$ cat config.mk
export PLATFORM = sky130hd
export DESIGN_NAME = return_and_rotate_exec
export DESIGN_NICKNAME = d
export VERILOG_FILES = /design/src/rtl/return_rotate_pkg.sv /design/src/rtl/carry_rotator.sv /design/src/rtl/return_and_rotate_exec.sv
export SDC_FILE = /design/constraint.sdc
export NUM_CORES = 1
export LEC_CHECK = 0
export BUFFER_PORTS_ARGS = -buffer_cell sky130_fd_sc_hd__buf_2
export CAP_MARGIN = 20
export CORE_ASPECT_RATIO = 1.1
export CORE_UTILIZATION = 48
export CTS_CLUSTER_SIZE = 16
export DETAILED_ROUTE_END_ITERATION = 8
export HOLD_SLACK_MARGIN = 0.03
export PLACE_DENSITY = 0.78
export SLEW_MARGIN = 20
export SYNTH_ARGS = -nofsm -noshare
export SYNTH_HDL_FRONTEND = slang
export SYNTH_SLANG_ARGS = --single-unit
$ cat constraint.sdc
create_clock -name core_clk -period 1.6 [get_ports core_clk]
set_input_delay 0.16 -clock core_clk [delete_from_list [all_inputs] [get_ports core_clk]]
set_output_delay 0.16 -clock core_clk [all_outputs]
set_load 0.02 [all_outputs]
$ cat src/rtl/return_rotate_pkg.sv
// Shared constants and types for the return and rotate execution block
package return_rotate_pkg;

	// ************************************************************
	// Widths
	// ************************************************************
	localparam int DATA_WIDTH = 8;   // Data path and literal width
	localparam int ADDR_WIDTH = 7;   // Register address within one bank
	localparam int PC_WIDTH   = 15;  // Program counter width

	// ************************************************************
	// Reset values
	// ************************************************************
	localparam logic [DATA_WIDTH-1:0] ACC_RESET   = 8'h00;
	localparam logic                  CARRY_RESET = 1'b0;
	localparam logic [PC_WIDTH-1:0]   PC_RESET    = 15'h0000;
	localparam logic [ADDR_WIDTH-1:0] ADDR_RESET  = 7'h00;

	// ************************************************************
	// Destination select and cycle counts
	// ************************************************************
	localparam logic DEST_ACC  = 1'b0;  // Result goes to the accumulator
	localparam logic DEST_FILE = 1'b1;  // Result goes back to the register
	localparam int   RETURN_CYCLES = 2; // Both return forms
	localparam int   ROTATE_CYCLES = 1; // Both rotate forms

	// ************************************************************
	// Types
	// ************************************************************
	typedef enum logic [2:0] {
		op_none,
		op_return_literal,
		op_return_plain,
		op_rotate_left_carry,
		op_rotate_right_carry
	} op_type;

	typedef enum logic {
		st_idle,
		st_flush
	} state_type;

endpackage : return_rotate_pkg

$ cat src/rtl/carry_rotator.sv
// One-bit rotate through carry, left or right, purely combinational
`timescale 1ns/1ps
module carry_rotator #(
	parameter int WIDTH = 8
) (
	input  wire logic [WIDTH-1:0] data_in,    // Operand
	input  wire logic             carry_in,   // Carry before the rotate
	input  wire logic             left,       // 1 rotates toward the MSB
	output logic      [WIDTH-1:0] data_out,   // Rotated operand
	output logic                  carry_out   // Carry after the rotate
);

	// Width of one bit cannot rotate meaningfully
	if (WIDTH < 2) begin : g_check
		$error("carry_rotator needs WIDTH of at least 2");
	end

	// ************************************************************
	// Rotate
	// ************************************************************
	// Left: MSB leaves into carry, carry enters bit 0; right is the mirror
	always_comb begin
		if (left) begin
			data_out  = {data_in[WIDTH-2:0], carry_in};
			carry_out = data_in[WIDTH-1];
		end else begin
			data_out  = {carry_in, data_in[WIDTH-1:1]};
			carry_out = data_in[0];
		end
	end

endmodule : carry_rotator

$ cat src/rtl/return_and_rotate_exec.sv
// Execution of return, return-with-literal and rotate-through-carry instructions
`timescale 1ns/1ps
module return_and_rotate_exec
	import return_rotate_pkg::*;
#(
	parameter int DWIDTH = return_rotate_pkg::DATA_WIDTH,  // Data width
	parameter int AWIDTH = return_rotate_pkg::ADDR_WIDTH,  // Bank address width
	parameter int PWIDTH = return_rotate_pkg::PC_WIDTH     // Program counter width
) (
	input  wire logic                            core_clk,        // Instruction clock
	input  wire logic                            rstn,            // Synchronous reset
	input  wire logic                            op_valid,        // Decoded instruction present
	input  wire return_rotate_pkg::op_type       op_code,         // Which instruction
	input  wire logic [DWIDTH-1:0]               op_literal,      // Immediate of literal return
	input  wire logic [AWIDTH-1:0]               op_file_addr,    // Register operand address
	input  wire logic                            op_dest,         // Destination select
	input  wire logic [DWIDTH-1:0]               file_rdata,      // Addressed register contents
	input  wire logic [PWIDTH-1:0]               stack_top_entry, // Return address on stack
	output logic      [DWIDTH-1:0]               acc,             // Accumulator
	output logic                                 carry,           // Carry flag
	output logic                                 pc_load,         // Load PC from pc_value
	output logic      [PWIDTH-1:0]               pc_value,        // New program counter
	output logic                                 stack_pop,       // Pop the hardware stack
	output logic                                 file_we,         // Write data memory
	output logic      [AWIDTH-1:0]               file_addr,       // Write address
	output logic      [DWIDTH-1:0]               file_wdata,      // Write data
	output logic                                 busy,            // Second cycle of a return
	output logic                                 done             // Instruction completed
);
	import return_rotate_pkg::*;

	// ************************************************************
	// Elaboration checks
	// ************************************************************
	// The state registers are sized from the package widths
	if (DWIDTH != DATA_WIDTH || AWIDTH != ADDR_WIDTH || PWIDTH != PC_WIDTH) begin : g_check
		$error("return_and_rotate_exec widths must match the package");
	end

	// ************************************************************
	// Decode
	// ************************************************************
	state_type         state;        // Idle or flushing a return
	logic              accept;       // Instruction taken this cycle
	logic              is_return;    // Either return form
	logic              is_rotate;    // Either rotate form
	logic              rot_left;     // Rotate direction
	logic [DWIDTH-1:0] rot_data;     // Rotated operand
	logic              rot_carry;    // Carry after rotate
	logic [1:0]        flush_count;  // Cycles left in a return

	// No new instruction is taken while a return is still flushing
	assign accept    = op_valid && (state == st_idle) && (op_code != op_none);
	assign is_return = (op_code == op_return_literal) || (op_code == op_return_plain);
	assign is_rotate = (op_code == op_rotate_left_carry) || (op_code == op_rotate_right_carry);
	assign rot_left  = (op_code == op_rotate_left_carry);

	// Shared rotator for both directions
	carry_rotator #(
		.WIDTH (DWIDTH)
	) u_rotator (
		.data_in   (file_rdata),
		.carry_in  (carry),
		.left      (rot_left),
		.data_out  (rot_data),
		.carry_out (rot_carry)
	);

	// ************************************************************
	// Sequencing
	// ************************************************************
	// A return spends its extra cycle in flush so the fetched word is dropped
	always_ff @(posedge core_clk) begin
		if (!rstn) begin
			state       <= st_idle;
			flush_count <= 2'h0;
		end else begin
			case (state)
				st_idle: begin
					if (accept && is_return) begin
						state       <= st_flush;
						flush_count <= 2'(RETURN_CYCLES - 1);
					end
				end
				st_flush: begin
					if (flush_count == 2'h1) begin
						state       <= st_idle;
						flush_count <= 2'h0;
					end else begin
						flush_count <= flush_count - 2'h1;
					end
				end
				default: begin
					state       <= st_idle;
					flush_count <= 2'h0;
				end
			endcase
		end
	end

	// Busy mirrors the flush state; done marks the last cycle of any instruction
	always_ff @(posedge core_clk) begin
		if (!rstn) begin
			busy <= 1'b0;
			done <= 1'b0;
		end else begin
			busy <= (accept && is_return) || (state == st_flush && flush_count != 2'h1);
			done <= (accept && is_rotate) || (state == st_flush && flush_count == 2'h1);
		end
	end

	// ************************************************************
	// Program counter and stack
	// ************************************************************
	// Both returns pop once and take the popped entry as the new PC
	always_ff @(posedge core_clk) begin
		if (!rstn) begin
			pc_load   <= 1'b0;
			stack_pop <= 1'b0;
			pc_value  <= PC_RESET;
		end else begin
			pc_load   <= accept && is_return;
			stack_pop <= accept && is_return;
			if (accept && is_return) begin
				pc_value <= stack_top_entry;
			end
		end
	end

	// ************************************************************
	// Accumulator and carry
	// ************************************************************
	// Only rotates touch carry; returns leave every flag alone
	always_ff @(posedge core_clk) begin
		if (!rstn) begin
			acc   <= ACC_RESET;
			carry <= CARRY_RESET;
		end else if (accept) begin
			case (op_code)
				op_return_literal: begin
					acc <= op_literal;
				end
				op_rotate_left_carry, op_rotate_right_carry: begin
					carry <= rot_carry;
					if (op_dest == DEST_ACC) begin
						acc <= rot_data;
					end
				end
				default: begin
					acc <= acc;  // Plain return keeps the accumulator
				end
			endcase
		end
	end

	// ************************************************************
	// Data memory write-back
	// ************************************************************
	// Write strobe lasts one cycle; address stays confined to the bank
	always_ff @(posedge core_clk) begin
		if (!rstn) begin
			file_we    <= 1'b0;
			file_addr  <= ADDR_RESET;
			file_wdata <= ACC_RESET;
		end else begin
			file_we <= accept && is_rotate && (op_dest == DEST_FILE);
			if (accept && is_rotate) begin
				file_addr  <= op_file_addr;
				file_wdata <= rot_data;
			end
		end
	end
endmodule : return_and_rotate_exec

Yosys cells after proc, flatten, opt, wreduce, memory -nomap -nowiden. Index checks and enable logic that the tools add are counted.

Bits of input ports: 45. Logic and storage cells: 47. Register bits: 46.

Add/subtract/negate cells: 1. Reduce and logical (&&, ||, !) cells: 16. Equality and inequality tests: 8. Multiplexer cells: 10. Bitwise gates (word level): 1.

Operator list (number): two-way mux 8 bit (2); case mux 8 bit (2 select lines) (1); logical AND 1 bit (7); == test 3 x 2 -> 1 bit (second input constant) (2); logical OR 1 bit (4); two-way mux 2 bit (2); inequality test 2 x 1 -> 1 bit (second input constant) (2); case mux 2 bit (2 select lines) (1); == test 3 x 1 -> 1 bit (second input constant) (1); == test 3 bit (second input constant) (1); two-way mux 1 bit (3); AND reduction 3 bit (1); nonzero test 3 bit (1); == test 2 x 1 -> 1 bit (second input constant) (1); inequality test 2 bit (second input constant) (1); case mux 1 bit (2 select lines) (1); AND reduction 2 bit (1); nonzero test 2 bit (1); OR reduction 2 bit (1); subtractor 2 x 1 -> 2 bit (second input constant) (1); inverter 1 bit (1).

Logic depth before layout (Yosys ltp). Gate-level depths: netlist of run 1.

Word-level depth: 6. Depth in mapped cells: 8. Mapped depth without buffers: 4.

Hierarchy. A second synthesis of run 1 with hierarchy kept.

Cells, all modules: 220. Area total of the unflattened synthesis: 2024.4 um^2.

By module, submodules not included: return_and_rotate_exec (instances 1, cells each 210, seq. area each 920.9 um^2, area an instance 1878.1 um^2); carry_rotator (instances 1, cells each 10, seq. area each 0.0 um^2, area an instance 146.4 um^2).

Least setup slack after synthesis of run 1. No wires, ideal clock.

Path kind: register to register. From: register state. To: register pc_value[2]. Buffers on the path: 2. Required time: 1478 ps. Arrival time: 1298 ps. Slack: 180 ps. Stages on the path, launching flop included: 7. Path through: dfxtp_1 nand2b_1 or3_1 buf_2 buf_2 nand2_1 a21boi_0.

Word-level cells in the longest chain between the ends: 4.

Ends and longest elaborated chain: start, declared (RTL line return_and_rotate_exec.sv:43) `state_type state;`; start signal, assigned (RTL line return_and_rotate_exec.sv:75) `state <= st_idle;`; start signal, assigned (RTL line return_and_rotate_exec.sv:81) `state <= st_flush;`; start signal, assigned (RTL line return_and_rotate_exec.sv:87) `state <= st_idle;`; inverter 1 bit; logical AND 1 bit (2 in a row) (RTL line return_and_rotate_exec.sv:53) `assign accept = op_valid && (state == st_idle) && (op_code != op_none);`; logical AND 1 bit (RTL line return_and_rotate_exec.sv:124) `if (accept && is_return) begin`; end signal, assigned (RTL line return_and_rotate_exec.sv:125) `pc_value <= stack_top_entry;`; end, declared (RTL line return_and_rotate_exec.sv:22) `output logic [PWIDTH-1:0] pc_value,`.

No other way between the ends. A chain may end at the register's enable or synchronous reset.

Final worst setup path of run 1.
From: register state. To: register file_addr[2].

Word-level cells in the longest chain between the ends: 4.

Ends and longest elaborated chain: inverter 1 bit; logical AND 1 bit (2 in a row) (RTL line return_and_rotate_exec.sv:53); logical AND 1 bit (RTL line return_and_rotate_exec.sv:167) `if (accept && is_rotate) begin`; end signal, assigned (RTL line return_and_rotate_exec.sv:168) `file_addr <= op_file_addr;`; end, declared (RTL line return_and_rotate_exec.sv:25) `output logic [AWIDTH-1:0] file_addr,`.

No other way between the ends.

==> impl_metrics.py, run 1 <==
metrics = {
    "global_routing": {
        "overflow": 0,
        "grt_pass1_wl_mm": 7.61,
        "grt_usage_pct": 20.2,
        "antenna_found_initial": 0,
        "first_global_vias": 1716,
        "grt_max_degree": 29,
    },
    "sta": {
        "setup_viol": 0,
        "slew_viol_final": 0,
        "setup_ws_ns": 0.181,
        "period_share_pct": 88.7,
        "max_freq_mhz": 705,
        "rsz0062_at_grt": "false",
        "slew_headroom_pct": 76.0,
        "skew_ns": 0.00909,
        "finalSetupTns_ns": 0,
        "tightestPinTransition_ns": 0.359,
        "fin_crit_ns": 1.42,
        "hold_viol": 0,
    },
    "clock_tree": {
        "cts.clk_slew.worst_paths_ns": 0.08,
        "cts.path.max_buffers": 2,
        "insertion_delay_ns": 0.30,
        "postCtsSetupBuffers": 0,
        "cts.sinks": 46,
        "cts-root-buf": "clkbuf_8",
        "cts_tree": "done",
        "htreeDepth": 2,
        "cts-hold-fix-buffers": 0,
        "numCtsBuffers": 5,
        "cts-resized-gates": 0,
    },
    "floorplanning": {
        "die_w_um": 66.5,
        "die-area_um2": 4850,
        "initial_core_util_pct": 50.5,
        "core_um2": 4350,
        "rows": 25,
        "dieHeight_um": 72.9,
        "io_pins": 89,
    },
    "final_layout": {
        "diodes": 0,
        "mostFrequentLayoutCells": "buf_2, nand2_1, dfxtp_1",
        "areaGrowthSynthToFinish_pct": 27.4,
        "drive_gt1_share_pct": 37.4,
        "final_util_pct": 64.3,
        "fin_nets": 382,
        "stdcell_area_um2": 2800,
        "layout_commonest_cell": "buf_2",
        "final.fill_count": 384,
    },
    "yosys": {
        "synth.top_cell.area_share_pct": 41.9,
        "netlist-cell-type-count": 31,
        "avgSynthCellArea_um2": 8.82,
        "syn_inst": 249,
        "synth_area_um2": 2200,
        "seq_area_frac_synth_pct": 41.9,
        "ys_warn_count": 0,
        "yosysTopAreaCell": "dfxtp_1",
        "ys_top_cells_by_area": "dfxtp_1, nand2_1, mux2i_1",
        "synthesis.nets": 295,
        "ys_ff_latch": 46,
    },
    "placement": {
        "gp_congestion": 0.852,
        "hpwl_mm": 3.38,
        "placed_area_um2": 2700,
        "port_buffers": 88,
        "post-place-ws_ns": 0.0627,
    },
    "pwr": {
        "power_uw": 2440,
        "powerDensity_nw_per_um2": 871,
        "peakVddDrop_v": 0.000553,
        "power_leakage_uw": 0.00139,
    },
    "worst_setup_path": {
        "cp_max_fo": 19,
        "end_kind": "register",
        "path_class": "register to register",
        "cp_data_required_time_ns": 1.80,
        "arrival_ns": 1.62,
        "worst_setup_path_start_kind": "register",
    },
    "drt": {
        "first_pass_iters": 4,
        "drt-total-wl_mm": 4.62,
        "drcViolationCount": 0,
        "drt_iter0_markers": 80,
        "ant_nets": 0,
        "avgRoutedWirePerCell_um": 11.8,
        "vias_per_cell": 5.05,
        "vias": 1974,
    },
    "run": {
        "drv_cap": 0,
    },
    "status": {
        "status": "finished clean",
    },
    "min_path": {
        "hp-class": "input port to register",
    },
}
-- Yosys cell counts, drive strengths merged --
cell and n:
a31o 8, or3b 3, or4b 1, and3 1, nor2 2, inv 1
mux2i 16, or3 2, nor2b 9, o21ai 8, nand3b 2, and2 1
o211a 9, a21oi 11, buf 10, nand2 69, a21boi 18, nand2b 2
dfxtp 46, a31oi 9, xnor2 1, clkbuf 11, ha 1, nor3 1
a22o 7
-- layout make-up --
type	count	area [um2]	share of cell area [%]
clock buffer	7	86.3	3.09
inverter	1	3.75	0.134
timing repair buffer	101	551	19.7
sequential	46	921	32.9
multi-input combinational	181	1160	41.4
tap	54	67.6	2.42
clock inverter	1	8.76	0.313
-- logic make-up after synthesis --
family                   Yosys count  synth area share (%)
AO/OA/AOI/OAI                     70                  24.7
XOR/XNOR                           1                 0.399
adder cells (fa/ha/maj)            1                 0.570
buffers and inverters             22                  5.70
flip-flops                        46                  41.9
multiplexers                      16                  7.29
AND/OR/NAND/NOR                   93                  19.4
-- metrics by stage --
| stage | std cells | hold slack, ns |
|---|---|---|
| final | 391 | 0.0985 |
| after detailed placement | 383 | 0.418 |
| after CTS | 391 | 0.0934 |
| after global routing | 391 | 0.0980 |
| after global placement | 383 | 0.413 |
| after floorplan | 249 | 0.305 |
-- report_power, final --
part | switching [uW] | internal (uW) | total [uW]
combinational | 261 | 209 | 471
sequential | 28.2 | 1200 | 1230
clock | 378 | 357 | 735
total | 668 | 1770 | 2440
-- final timing paths --
kind / cells after the start / startpoint / slack, ns / to
setup / recovery: 6 / state / 0.18 / file_addr[2]
hold / removal: 3 / stack_top_entry[13] / 0.1 / pc_value[13]
setup reg to reg: 6 / state / 0.18 / file_addr[2]
hold reg to reg: 2 / pc_value[12] / 0.46 / pc_value[12]
-- critical path, stage by stage, from the launching register on --
cell,delay (ns)
dfxtp_1,0.32
nand2b_1,0.22
buf_4,0.18
a21oi_2,0.11
buf_4,0.23
mux2i_1,0.20
nor2b_1,0.06
-- metal layers --
metal | global-route usage [%] | part of all wire (%)
met2 | 30.5 | 46
met1 | 27.4 | 46
met4 | 6.38 | 1.3
met3 | 6.41 | 7.0
met5 | 0 | 0
-- sequential cells by signal, summed over array words and instances (netlist names) --
name,cells
file_wdata,8
state,1
file_addr,7
busy,1
acc,8
pc_value,15
flush_count,2
done,1
stack_pop,1
file_we,1
carry,1
No activity file was read; power rests on OpenSTA's default activity.
==> inputs of run 2 (changes only) <==
--- a/config.mk
+++ b/config.mk
@@ -7,12 +7,14 @@
 export LEC_CHECK = 0
 export BUFFER_PORTS_ARGS = -buffer_cell sky130_fd_sc_hd__buf_2
 export CAP_MARGIN = 20
+export CELL_PAD_IN_SITES_DETAIL_PLACEMENT = 1
+export CELL_PAD_IN_SITES_GLOBAL_PLACEMENT = 1
 export CORE_ASPECT_RATIO = 1.1
-export CORE_UTILIZATION = 48
+export CORE_UTILIZATION = 34
 export CTS_CLUSTER_SIZE = 16
 export DETAILED_ROUTE_END_ITERATION = 8
 export HOLD_SLACK_MARGIN = 0.03
-export PLACE_DENSITY = 0.78
+export PLACE_DENSITY = 0.76
 export SLEW_MARGIN = 20
 export SYNTH_ARGS = -nofsm -noshare
 export SYNTH_HDL_FRONTEND = slang
==> impl_metrics.py, run 2 (synthesis results as in run 1) <==
metrics = {
    "drt": {
        "drt_iter0_markers": 35,
        "first_pass_iters": 4,
        "drcViolationCount": 0,
        "vias_per_cell": 4.87,
        "vias": 2034,
        "drt-total-wl_mm": 5.70,
        "ant_nets": 0,
        "avgRoutedWirePerCell_um": 13.6,
    },
    "min_path": {
        "hp-start": "stack_top_entry[0]",
        "hp-class": "input port to register",
        "min_to": "pc_value[0]",
        "holdPathStages": 3,
    },
    "worst_setup_path": {
        "end_kind": "register",
        "cp_max_fo": 18,
        "path_class": "register to register",
        "worst-path-buf-inv": 1,
        "arrival_ns": 1.59,
        "worstReg2RegStart": "state",
        "critical-path-top-delay-family": "simple AND/OR/NAND/NOR gates",
        "cp_data_required_time_ns": 1.78,
        "r2r_slack_ns": 0.20,
        "worst_setup_path_start_kind": "register",
        "path_cells": "nand2b_1, or3_1, buf_4, nand2_1, a21boi_0",
        "worst_path_largest_cell_delay_ns": 0.34,
        "reg2reg_depth": 5,
        "r2r-end": "pc_value[7]",
        "crit_path_top_delay_cell": "or3_1",
    },
    "final_layout": {
        "drive_gt1_share_pct": 37.6,
        "mostFrequentLayoutCells": "buf_2, nand2_1, dfxtp_1",
        "diodes": 0,
        "largest_reg_flops": 15,
        "max_flop_register": "pc_value",
        "top_regs": "pc_value (15), acc (8), file_wdata (8)",
        "areaGrowthSynthToFinish_pct": 30.1,
        "fin_nets": 384,
        "layout_commonest_cell": "buf_2",
    },
    "sta": {
        "finalSetupTns_ns": 0,
        "max_freq_mhz": 712,
        "period_share_pct": 87.7,
        "rsz0062_at_grt": "false",
        "hold_viol": 0,
        "tightestPinTransition_ns": 0.282,
        "slew_headroom_pct": 81.2,
        "slew_viol_final": 0,
        "skew_ns": 0.00787,
        "fin_crit_ns": 1.40,
        "setup_viol": 0,
    },
    "clock_tree": {
        "cts.clk_slew.worst_paths_ns": 0.09,
        "postCtsSetupBuffers": 0,
        "insertion_delay_ns": 0.30,
        "numCtsBuffers": 5,
        "htreeDepth": 2,
        "cts-hold-fix-buffers": 0,
        "cts_tree": "done",
        "cts-root-buf": "clkbuf_8",
        "cts.path.max_buffers": 2,
        "cts.sinks": 46,
        "cts-resized-gates": 0,
    },
    "pwr": {
        "p_sw_uw": 690,
        "internal_power_uw": 1910,
        "p_sw_share_pct": 26.5,
        "seq_power_share_pct": 47.4,
        "p_comb_share_pct": 18.6,
        "peakVddDrop_v": 0.000494,
        "power_leakage_uw": 0.00141,
        "power_uw": 2600,
        "powerDensity_nw_per_um2": 911,
        "clockPowerShare_pct": 34.0,
    },
    "global_routing": {
        "grt_usage_pct": 17.2,
        "first_global_vias": 1978,
        "antenna_found_initial": 0,
        "overflow": 0,
        "grt_max_degree": 27,
        "grt_pass1_wl_mm": 9.34,
    },
    "placement": {
        "port_buffers": 88,
        "hpwl_mm": 4.28,
        "gp_congestion": 0.775,
    },
    "status": {
        "status": "finished clean",
    },
    "floorplanning": {
        "rows": 30,
        "core_um2": 6190,
        "initial_core_util_pct": 35.5,
        "dieHeight_um": 86.3,
        "die_w_um": 78.6,
        "io_pins": 89,
        "die-area_um2": 6780,
    },
    "run": {
        "drv_cap": 0,
    },
}
-- run 2: cell type report --
cell class	count	area, um2
fillers	784	3340
inverters	1	3.75
flip-flops and latches	46	921
well taps	80	100
clock buffers	6	82.6
clock inverters	1	30.0
multi-input cells	181	1150
repair buffers	103	566
-- run 2: metrics by stage --
step           cells  instance area, um2  hold slack, ns  setup slack (ns)  utilization [%]
2_1_floorplan    249                2200           0.305             0.180                -
3_3_place_gp     411                2740           0.412             0.134             44.3
3_5_place_dp     411                2740           0.419            0.0452             44.3
4_1_cts          418                2860          0.0954             0.205             46.1
5_1_grt          418                2860          0.0993             0.139             46.1
6_report         418                2860           0.101             0.196             46.1
-- run 2: power by group through the flow --
stage               registers [uW]  clock network (uW)  logic [uW]
floorplan                     1320                   0         237
global placement              1260                   0         479
detailed placement            1260                   0         489
CTS                           1230                 913         490
global route                  1240                 945         534
finish                        1230                 886         485
-- run 2: worst max path at each step --
| stage | from | end | cells after the start |
|---|---|---|---|
| 5_1_grt | state | pc_value[10] | 5 |
| 2_1_floorplan | state | pc_value[2] | 6 |
| 3_5_place_dp | op_code[0] | file_addr[2] | 6 |
| 4_1_cts | state | pc_value[1] | 5 |
| 6_report | state | pc_value[7] | 5 |
| 3_3_place_gp | op_code[0] | file_wdata[1] | 6 |
-- run 2: tightest hold or removal path: cells and delay by family --
family,cells,cell delay [ns]
AO/OA/AOI/OAI,1,0.06
buffers and inverters,1,0.09
AND/OR/NAND/NOR,1,0.04
-- run 2: layer usage --
layer  vias to the layer above  global-route usage [%]  share of wire (%)
li1                       1037                       -                  -
met1                       945                    22.5                 48
met2                        45                    28.9                 48
met3                         7                    2.74                3.7
met4                         0                    5.05                1.1
met5                         -                       0                  0
